File: src/design/omc_pkg.sv
// Package for the oscillator and operating-mode control block
package omc_pkg;
	// Register word offsets (byte addresses)
	localparam logic [3:0] OMC_SCC_OFF      = 4'h0;
	localparam logic [3:0] OMC_RC_OFF       = 4'h4;
	localparam logic [3:0] OMC_HXT_OFF      = 4'h8;
	localparam logic [3:0] OMC_LXT_OFF      = 4'hc;
	localparam logic [3:0] OMC_STATUS_OFF   = 4'h0;
	localparam logic [7:0] OMC_STATUS_ADDR  = 8'h10;
	// Reset values
	localparam logic [7:0] OMC_SCC_RST      = 8'h00;
	localparam logic [1:0] OMC_RC_SEL_RST   = 2'h0;
	localparam logic       OMC_RC_EN_RST    = 1'b1;
	// Field positions in the system clock control register
	localparam int OMC_CKS_LSB  = 5;
	localparam int OMC_FHS_BIT  = 3;
	localparam int OMC_FSS_BIT  = 2;
	localparam int OMC_FHK_BIT  = 1;
	localparam int OMC_FSK_BIT  = 0;
	localparam logic [2:0] OMC_CKS_SLOW = 3'h7;
	// Divider counter width: divide by up to 64
	localparam int OMC_DIV_W    = 6;
	// Stabilisation times in microseconds, converted to 250 MHz cycles
	localparam int OMC_CLK_MHZ      = 250;
	localparam int OMC_RC_STAB_US   = 16;
	localparam int OMC_HXT_STAB_US  = 8;
	localparam int OMC_LXT_FAST_US  = 10;
	localparam int OMC_LXT_SLOW_US  = 14;
	localparam logic [15:0] OMC_RC_STAB_CYC  = 16'(OMC_RC_STAB_US * OMC_CLK_MHZ);
	localparam logic [15:0] OMC_HXT_STAB_CYC = 16'(OMC_HXT_STAB_US * OMC_CLK_MHZ);
	localparam logic [15:0] OMC_LXT_FAST_CYC = 16'(OMC_LXT_FAST_US * OMC_CLK_MHZ);
	localparam logic [15:0] OMC_LXT_SLOW_CYC = 16'(OMC_LXT_SLOW_US * OMC_CLK_MHZ);

	typedef enum {OMC_RUN, OMC_SLEEP, OMC_IDLE_LO, OMC_IDLE_BOTH, OMC_IDLE_HI} omc_mode_t;

	// Clock enables handed to the rest of the chip
	typedef struct packed {
		logic sys;
		logic fast;
		logic slow;
		logic internal_slow_rc;
	} omc_clk_t;

	typedef struct packed {
		logic        cyc;
		logic        stb;
		logic        we;
		logic [7:0]  adr;
		logic [3:0]  sel;
		logic [31:0] dat;
	} omc_wb_req_t;
endpackage

File: src/design/omc_top.sv
// Oscillator control, system clock selection and halt mode decode
// Contract
// - RC frequency select 00/11 gives 8 MHz, 01 gives 12, 10 gives 16
// - New RC frequency is applied only after the RC stable flag is 1
// - Enabling RC or changing its select clears stable flag, then sets it when stable
// - RC enable bit is read-write, 1 enables, powers up as 1
// - Enabling fast crystal clears its stable flag, then sets it when stable
// - Slow crystal speed-up bit selects quick start or low power
// - Speed-up bit is frozen while slow crystal is the system clock
// - Enabling slow crystal clears its stable flag, then sets it when stable
// - Slow crystal enable bit is read-write, powers up as 0
// - Unused upper bits of oscillator control registers read zero
// - Clock select 111 moves system clock to the slow clock
// - Slow mode uses chosen slow source and switches only once it is stable
// - Clock select 000 to 110 gives fast clock divided by 1 to 64
// - Halt with both keep-on bits 0 enters sleep, stopping all but watchdog
// - Halt with fast 0, slow 1 enters idle with slow clock only
// - Halt with both keep-on bits 1 enters idle with both clocks
// - Halt with fast 1, slow 0 enters idle with fast clock only
// - Entering any halt mode sets power-down, clears timeout, restarts watchdog; a timeout in the halt cycle sets the flag instead
// - High source select picks RC at 0, fast crystal at 1
`timescale 1ns/1ps
module omc_top
	import omc_pkg::*;
(
	input  wire logic            clk_i,
	input  wire logic            rst_i,
	input  wire omc_pkg::omc_wb_req_t wb_req_i,
	output logic [31:0]          wb_dat_o,
	output logic                 wb_ack_o,
	input  wire logic            halt_i,
	input  wire logic            wake_i,
	input  wire logic            wdt_timeout_i,
	output omc_pkg::omc_clk_t    clk_en_o,
	output logic [7:0]           rc_freq_mhz_o,
	output logic                 power_down_flag_o,
	output logic                 watchdog_timeout_flag_o,
	output logic                 wdt_clear_o
);
	import omc_pkg::*;

	logic [7:0]      system_clock_ctrl;
	logic [1:0]      rc_freq_select;
	logic            rc_osc_enable;
	logic            rc_stable_flag;
	logic            fast_crystal_range;
	logic            fast_crystal_enable;
	logic            fast_crystal_stable;
	logic            slow_crystal_speedup;
	logic            slow_crystal_enable;
	logic            slow_crystal_stable;
	logic [15:0]     rc_cnt;
	logic [15:0]     hxt_cnt;
	logic [15:0]     lxt_cnt;
	logic [2:0]      cks_active;
	logic            slow_active;
	logic [OMC_DIV_W-1:0] div_cnt;
	logic            sys_tick;
	omc_mode_t       mode;
	logic            wr_stb;
	logic [7:0]      wr_byte;
	logic [2:0]      cks_req;
	logic            fast_ok;
	logic            slow_ok;
	logic            lxt_is_sys;
	logic            bus_take;
	logic            scc_wr;
	logic            rc_wr;
	logic            hxt_wr;
	logic            lxt_wr;
	logic            rc_restart;
	logic            halt_take;
	logic            fast_on;
	logic            slow_on;

	function automatic logic [7:0] rc_mhz(input logic [1:0] code);
		case (code)
			2'b01:   rc_mhz = 8'h0c;
			2'b10:   rc_mhz = 8'h10;
			default: rc_mhz = 8'h08;
		endcase
	endfunction

	function automatic logic [OMC_DIV_W-1:0] div_mask(input logic [2:0] cks);
		div_mask = OMC_DIV_W'((7'h01 << cks) - 7'h01);
	endfunction

	// Register word hit on the byte address
	function automatic logic reg_hit(input logic [7:0] adr, input logic [3:0] off);
		reg_hit = adr == {4'h0, off};
	endfunction

	// Stabilisation count reached; limits are at least one cycle
	function automatic logic cnt_done(input logic [15:0] cnt, input logic [15:0] lim);
		cnt_done = cnt >= lim - 16'h0001;
	endfunction

	// Bus decode; writes use byte lane 0 only
	assign bus_take   = wb_req_i.cyc && wb_req_i.stb && !wb_ack_o;
	assign wr_stb     = bus_take && wb_req_i.we && wb_req_i.sel[0];
	assign wr_byte    = wb_req_i.dat[7:0];
	assign scc_wr     = wr_stb && reg_hit(wb_req_i.adr, OMC_SCC_OFF);
	assign rc_wr      = wr_stb && reg_hit(wb_req_i.adr, OMC_RC_OFF);
	assign hxt_wr     = wr_stb && reg_hit(wb_req_i.adr, OMC_HXT_OFF);
	assign lxt_wr     = wr_stb && reg_hit(wb_req_i.adr, OMC_LXT_OFF);
	// Disable, enable or a new select restarts the count, so a stale frequency never shows
	assign rc_restart = rc_wr && (wr_byte[0] != rc_osc_enable || wr_byte[3:2] != rc_freq_select);
	// Clock switch request and readiness of the chosen sources
	assign cks_req    = system_clock_ctrl[7:OMC_CKS_LSB];
	assign fast_ok    = system_clock_ctrl[OMC_FHS_BIT] ? fast_crystal_stable : rc_stable_flag;
	assign slow_ok    = system_clock_ctrl[OMC_FSS_BIT] ? slow_crystal_stable : 1'b1;
	assign lxt_is_sys = slow_active && system_clock_ctrl[OMC_FSS_BIT];
	// Halt counts only from run; a halt pulse while halted is ignored
	assign halt_take  = (mode == OMC_RUN) && halt_i;
	// Oscillator gates: each clock is kept in idle only by its own keep-on bit
	assign fast_on    = mode == OMC_RUN || mode == OMC_IDLE_BOTH || mode == OMC_IDLE_HI;
	assign slow_on    = mode == OMC_RUN || mode == OMC_IDLE_BOTH || mode == OMC_IDLE_LO;

	// Bus slave: one wait-free ack, dropped the cycle after it is given
	always_ff @(posedge clk_i)
	begin
		if (rst_i)
			wb_ack_o <= 1'b0;
		else
			wb_ack_o <= bus_take;
	end

	always_ff @(posedge clk_i)
	begin
		if (rst_i)
			wb_dat_o <= 32'h0000_0000;
		else if (bus_take)
			case (wb_req_i.adr)
				{4'h0, OMC_SCC_OFF}: wb_dat_o <= {24'h00_0000, system_clock_ctrl[7:5], 1'b0, system_clock_ctrl[3:0]};
				{4'h0, OMC_RC_OFF}:  wb_dat_o <= {28'h000_0000, rc_freq_select, rc_stable_flag, rc_osc_enable};
				{4'h0, OMC_HXT_OFF}: wb_dat_o <= {29'h0000_0000, fast_crystal_range, fast_crystal_stable,
					fast_crystal_enable};
				{4'h0, OMC_LXT_OFF}: wb_dat_o <= {29'h0000_0000, slow_crystal_speedup, slow_crystal_stable,
					slow_crystal_enable};
				OMC_STATUS_ADDR:     wb_dat_o <= {24'h00_0000, 1'b0, slow_active, cks_active, power_down_flag_o,
					watchdog_timeout_flag_o, mode != OMC_RUN};
				default:             wb_dat_o <= 32'h0000_0000;
			endcase
	end

	// System clock control register
	always_ff @(posedge clk_i)
	begin
		if (rst_i)
			system_clock_ctrl <= OMC_SCC_RST;
		else if (scc_wr)
			system_clock_ctrl <= {wr_byte[7:5], 1'b0, wr_byte[3:0]};
	end

	// Internal RC: enable, select and stable flag
	always_ff @(posedge clk_i)
	begin
		if (rst_i)
		begin
			rc_osc_enable  <= OMC_RC_EN_RST;
			rc_freq_select <= OMC_RC_SEL_RST;
		end
		else if (rc_wr)
		begin
			rc_osc_enable  <= wr_byte[0];
			rc_freq_select <= wr_byte[3:2];
		end
	end

	// Restart on any enable or select change; power-up counts as an enable
	always_ff @(posedge clk_i)
	begin
		if (rst_i)
		begin
			rc_cnt         <= 16'h0000;
			rc_stable_flag <= 1'b0;
		end
		else if (rc_restart)
		begin
			rc_cnt         <= 16'h0000;
			rc_stable_flag <= 1'b0;
		end
		else if (!rc_osc_enable)
		begin
			rc_cnt         <= 16'h0000;
			rc_stable_flag <= 1'b0;
		end
		else if (cnt_done(rc_cnt, OMC_RC_STAB_CYC))
			rc_stable_flag <= 1'b1;
		else
			rc_cnt <= rc_cnt + 16'h0001;
	end

	// Output follows the select only while stable, so a change always passes through 0
	// No extra stage: the select is settled before the flag can rise
	always_ff @(posedge clk_i)
	begin
		if (rst_i)
			rc_freq_mhz_o <= 8'h00;
		else
			rc_freq_mhz_o <= rc_stable_flag ? rc_mhz(rc_freq_select) : 8'h00;
	end

	// Fast crystal; range bit is ignored while enabled
	always_ff @(posedge clk_i)
	begin
		if (rst_i)
		begin
			fast_crystal_enable <= 1'b0;
			fast_crystal_range  <= 1'b0;
		end
		else if (hxt_wr)
		begin
			fast_crystal_enable <= wr_byte[0];
			if (!fast_crystal_enable)
				fast_crystal_range <= wr_byte[2];
		end
	end

	always_ff @(posedge clk_i)
	begin
		if (rst_i)
		begin
			hxt_cnt             <= 16'h0000;
			fast_crystal_stable <= 1'b0;
		end
		else if (!fast_crystal_enable)
		begin
			hxt_cnt             <= 16'h0000;
			fast_crystal_stable <= 1'b0;
		end
		else if (cnt_done(hxt_cnt, OMC_HXT_STAB_CYC))
			fast_crystal_stable <= 1'b1;
		else
			hxt_cnt <= hxt_cnt + 16'h0001;
	end

	// Slow crystal; speed-up frozen while it drives the system clock
	always_ff @(posedge clk_i)
	begin
		if (rst_i)
		begin
			slow_crystal_enable  <= 1'b0;
			slow_crystal_speedup <= 1'b0;
		end
		else if (lxt_wr)
		begin
			slow_crystal_enable <= wr_byte[0];
			if (!lxt_is_sys)
				slow_crystal_speedup <= wr_byte[2];
		end
	end

	always_ff @(posedge clk_i)
	begin
		if (rst_i)
		begin
			lxt_cnt             <= 16'h0000;
			slow_crystal_stable <= 1'b0;
		end
		else if (!slow_crystal_enable)
		begin
			lxt_cnt             <= 16'h0000;
			slow_crystal_stable <= 1'b0;
		end
		else if (cnt_done(lxt_cnt, slow_crystal_speedup ? OMC_LXT_FAST_CYC : OMC_LXT_SLOW_CYC))
			slow_crystal_stable <= 1'b1;
		else
			lxt_cnt <= lxt_cnt + 16'h0001;
	end

	// Source and ratio switch at a divider wrap, or at once when leaving slow mode, so no short pulse is made
	always_ff @(posedge clk_i)
	begin
		if (rst_i)
		begin
			cks_active  <= 3'h0;
			slow_active <= 1'b0;
		end
		else if (cks_req == OMC_CKS_SLOW)
		begin
			if (slow_ok && (slow_active || sys_tick))
				slow_active <= 1'b1;
		end
		else if (fast_ok && (sys_tick || slow_active))
		begin
			slow_active <= 1'b0;
			cks_active  <= cks_req;
		end
	end

	// Divider: tick once per 2**cks fast cycles
	always_ff @(posedge clk_i)
	begin
		if (rst_i)
		begin
			div_cnt  <= '0;
			sys_tick <= 1'b0;
		end
		else if (div_cnt >= div_mask(cks_active))
		begin
			div_cnt  <= '0;
			sys_tick <= 1'b1;
		end
		else
		begin
			div_cnt  <= div_cnt + OMC_DIV_W'(1);
			sys_tick <= 1'b0;
		end
	end

	// Halt mode decode; wake returns to run
	always_ff @(posedge clk_i)
	begin
		if (rst_i)
			mode <= OMC_RUN;
		else
			case (mode)
				OMC_RUN:
					if (halt_i)
						case (system_clock_ctrl[OMC_FHK_BIT:OMC_FSK_BIT])
							2'b00:   mode <= OMC_SLEEP;
							2'b01:   mode <= OMC_IDLE_LO;
							2'b11:   mode <= OMC_IDLE_BOTH;
							default: mode <= OMC_IDLE_HI;
						endcase
				default:
					if (wake_i)
						mode <= OMC_RUN;
			endcase
	end

	// Power-down and timeout flags, watchdog restart pulse
	always_ff @(posedge clk_i)
	begin
		if (rst_i)
		begin
			power_down_flag_o       <= 1'b0;
			watchdog_timeout_flag_o <= 1'b0;
			wdt_clear_o             <= 1'b0;
		end
		else
		begin
			wdt_clear_o <= halt_take;
			if (halt_take)
				power_down_flag_o <= 1'b1;
			// A timeout in the halt cycle wins over the clear, so it is never lost
			if (wdt_timeout_i)
				watchdog_timeout_flag_o <= 1'b1;
			else if (halt_take)
				watchdog_timeout_flag_o <= 1'b0;
		end
	end

	// Clock gates; slow clock off in sleep and fast-only idle, all off except watchdog in sleep
	always_ff @(posedge clk_i)
	begin
		if (rst_i)
			clk_en_o <= '0;
		else
		begin
			clk_en_o.internal_slow_rc <= 1'b1;
			clk_en_o.fast <= fast_on && fast_ok;
			clk_en_o.slow <= slow_on && slow_ok;
			clk_en_o.sys  <= (mode == OMC_RUN) && (slow_active ? 1'b1 : sys_tick);
		end
	end
endmodule

File: config.mk
export PLATFORM = sky130hd
export DESIGN_NAME = omc_top
export DESIGN_NICKNAME = d
export VERILOG_FILES = /design/src/design/omc_pkg.sv /design/src/design/omc_top.sv
export SDC_FILE = /design/constraint.sdc
export NUM_CORES = 1
export LEC_CHECK = 0
export ABC_CLOCK_PERIOD_IN_PS = 3300
export BUFFER_PORTS_ARGS = -buffer_cell sky130_fd_sc_hd__buf_2
export CAP_MARGIN = 30
export CORE_MARGIN = 5
export CORE_UTILIZATION = 58
export CTS_CLUSTER_SIZE = 24
export DETAILED_ROUTE_END_ITERATION = 6
export GPL_ROUTABILITY_DRIVEN = 0
export PLACE_DENSITY = 0.9
export SLEW_MARGIN = 20
export SYNTH_ARGS = -nofsm -noshare
export SYNTH_HDL_FRONTEND = slang
export SYNTH_SLANG_ARGS = --single-unit
File: constraint.sdc
create_clock -name clk_i -period 3.3 [get_ports clk_i]
set_input_delay 0.33 -clock clk_i [delete_from_list [all_inputs] [get_ports clk_i]]
set_output_delay 0.33 -clock clk_i [all_outputs]
set_load 0.05 [all_outputs]
==> impl_metrics.toml <==
[logic_synthesis]
synth-xor-area-share_pct = 5.73
synth.cell_area_sq_mm = 0.00458
synth-edff-count = 0
seq_area_frac_synth_pct = 42.8
synth_top_area_share_pct = 42.8
synth_ff_type = "dfxtp_1"
async_flop_share_pct = 0
yosysMostFrequentCell = "dfxtp_1"
ys.warnings.count = 0
synthesis.instances = 526
ys_top_cells_by_count = "98 x dfxtp_1, 91 x nor2_1, 37 x nand2_1"
yosys.area.top_type = "dfxtp_1"
muxShareOfSynthArea_pct = 5.02
synth_area_leaders = "dfxtp_1 43%, nor2_1 7.5%, buf_4 4.8%"
synth_compound_area_share_pct = 9.50
ys_types = 54
ys_ff_latch = 98
syn_avg_cell_area_sq_um = 8.71
synthAdderAreaFrac_pct = 4.64
synth_top_family_by_area = "simple AND/OR/NAND/NOR gates"
synth-simple-area-share_pct = 24.1

[detailed_routing]
drc = 0
drtAntennaViolNets = 0
via_per_inst = 5.48
drtIter0Drc = 187
drt-total-wl_mm = 9.31
wl_per_cell_um = 13.9
vias = 3674
first_pass_iters = 5

[power]
intPower_mw = 1.53
pwr-share-comb_pct = 8.2
leakagePower_nw = 1.97
p_clk_share_pct = 34.5
peakVddDrop_uv = 248
power.density_mw_per_mm2 = 424
switchingPower_uw = 569
p_sw_share_pct = 27.1
total_power_mw = 2.10
pwr-share-seq_pct = 57.3

[grt]
grt_use_total_pct = 19.5
grt_max_degree = 41
use_met1_pct = 22.1
grt_pass1_vias = 3600
grt_use_met3_pct = 5.87
grt_use_met2_pct = 34.5
antenna_found_initial = 0
grt-ovfl-total = 0
gr-max-usage-layer = "met2"
grt_pass1_wl_mm = 15.9

[place]
place_area_sq_mm = 0.00475
placed_cells = 655
io_buffers = 42
hpwl_mm = 6.61

[sta]
setup_viol = 0
hold_viol = 0
worst_slew_pin_slew_ns = 0.820
drv_slew = 0
timing.fmax_mhz = 440
rsz0062_at_grt = "false"
period_minus_slack_ns = 2.27
maxSlewHeadroom_pct = 45.0
fin_setup_tns_ns = 0
skew_ns = 0.0113
min_period_over_period_pct = 68.9

[cts]
clkTransAtPathRegs_ns = 0.10
cts_buffers = 9
cts_tree = "yes"
ctsHoldBuffers = 0
clk_root_buffer_cell = "clkbuf_8"
clock_sinks = 98
post_cts_resized = 0
max-clock-path-buffers = 2
postCtsSetupBuffers = 0
clk_latency_ns = 0.37
htreeDepth = 3

[job]
maxCapViolations = 0

[cells_and_area]
instances_no_fill = 671
syn_to_final_growth_pct = 7.78
final_cell_area_sq_mm = 0.00494
layout-drive-gt1-share_pct = 13.0
fin_nets = 633
num_antenna_cells = 0

[run_status]
status = "completed"

[setup_path]
cp.arrival_ns = 2.51
cp-end-kind = "flop"
timing.critical_path.required_ns = 3.54
crit_type = "reg2reg"
crit_fanout = 17
startpoint_type = "flop"

[min_path]
hold_path.class = "in2reg"

[floorplanning]
die_height_um = 98.9
std_cell_rows = 32
ios = 100
die_w_um = 98.9
start_util_pct = 59.3
fp.coreArea_sq_mm = 0.00773
dieArea_sq_mm = 0.00978
-- path summary, 6_finish.rpt --
kind	from	end	slack (ns)	depth (start not counted)
setup reg to reg	wb_ack_o$_SDFF_PP0_	rc_cnt[5]$_SDFFE_PP0N_	1.03	6
hold reg to reg	rc_cnt[14]$_SDFFE_PP0N_	rc_cnt[14]$_SDFFE_PP0N_	0.44	2
setup / recovery	wb_ack_o$_SDFF_PP0_	rc_cnt[5]$_SDFFE_PP0N_	1.03	6
hold / removal	wdt_timeout_i	watchdog_timeout_flag_o$_SDFFE_PP0P_	0.16	3
-- placed cells by master (no fill, tap or decap), types with 3 or more instances in the layout --
cell,count
nand2_1,37
nand3b_1,3
buf_2,42
nor2b_1,6
nor4_1,3
xor2_1,11
nand3_1,31
a22oi_1,5
mux2i_1,14
a21oi_1,24
nor2_1,91
a32oi_1,4
inv_6,3
ha_1,17
a211oi_1,3
and3_1,7
o21ai_0,10
inv_1,22
o211ai_1,3
a31oi_1,4
conb_1,29
nand4_1,12
nor3_1,10
mux4_2,3
clkbuf_8,10
dfxtp_1,98
and2_1,9
nand2b_1,3
xnor2_1,19
-- per-layer routing --
metal	part of all wire (%)	vias to the layer above
li1	-	1826
met1	41	1725
met2	52	98
met3	5.5	25
met4	2.2	0
met5	0	-
-- power by group through the flow --
stage	sequential, mW	combinational [mW]	clock (mW)
finish	1.20	0.172	0.724
global route	1.20	0.181	0.791
CTS	1.20	0.170	0.742
detailed placement	1.23	0.169	0
global placement	1.23	0.167	0
floorplan	1.24	0.145	0
-- critical path, stage by stage (launching register included) --
cell and delay [ns]:
dfxtp_1 0.31, nand3b_1 0.50, nor4_4 0.36, buf_4 0.25, nand3b_4 0.14, o211ai_4 0.45
nor2_1 0.12
-- flip-flops by register name (all words and copies together) (netlist names), 2 cells and up --
register / count
rc_freq_select: 2
mode: 3
clk_en_o: 4
lxt_cnt: 16
hxt_cnt: 16
cks_active: 3
rc_freq_mhz_o: 3
div_cnt: 6
wb_dat_o: 8
system_clock_ctrl: 7
rc_cnt: 16
-- cell families after synthesis --
logic type,Yosys count
xor+xnor,30
simple gates,227
fa+ha+maj,17
mux,19
buf+inv,68
other cells,1
compound gates,66
flops,98
-- per-stage QoR --
step           hold WS [ns]  util, %  worst slack [ns]
3_5_place_dp          0.424     61.5             0.937
3_3_place_gp          0.415     61.5              1.02
2_1_floorplan         0.408        -              1.33
6_report              0.163     63.9              1.03
4_1_cts               0.161     63.9              1.05
5_1_grt               0.167     63.9             0.886
-- layout make-up --
type                            instances  area [sq um]
Sequential cell                        98          1960
Clock inverter                          6          47.5
Fill cell                             637          2790
Inverter                               23          86.3
Timing Repair Buffer                   44           225
Multi-Input combinational cell        388          2350
Clock buffer                           10           138
Tap cell                              102           128
Power figures use the tool's default switching activity.
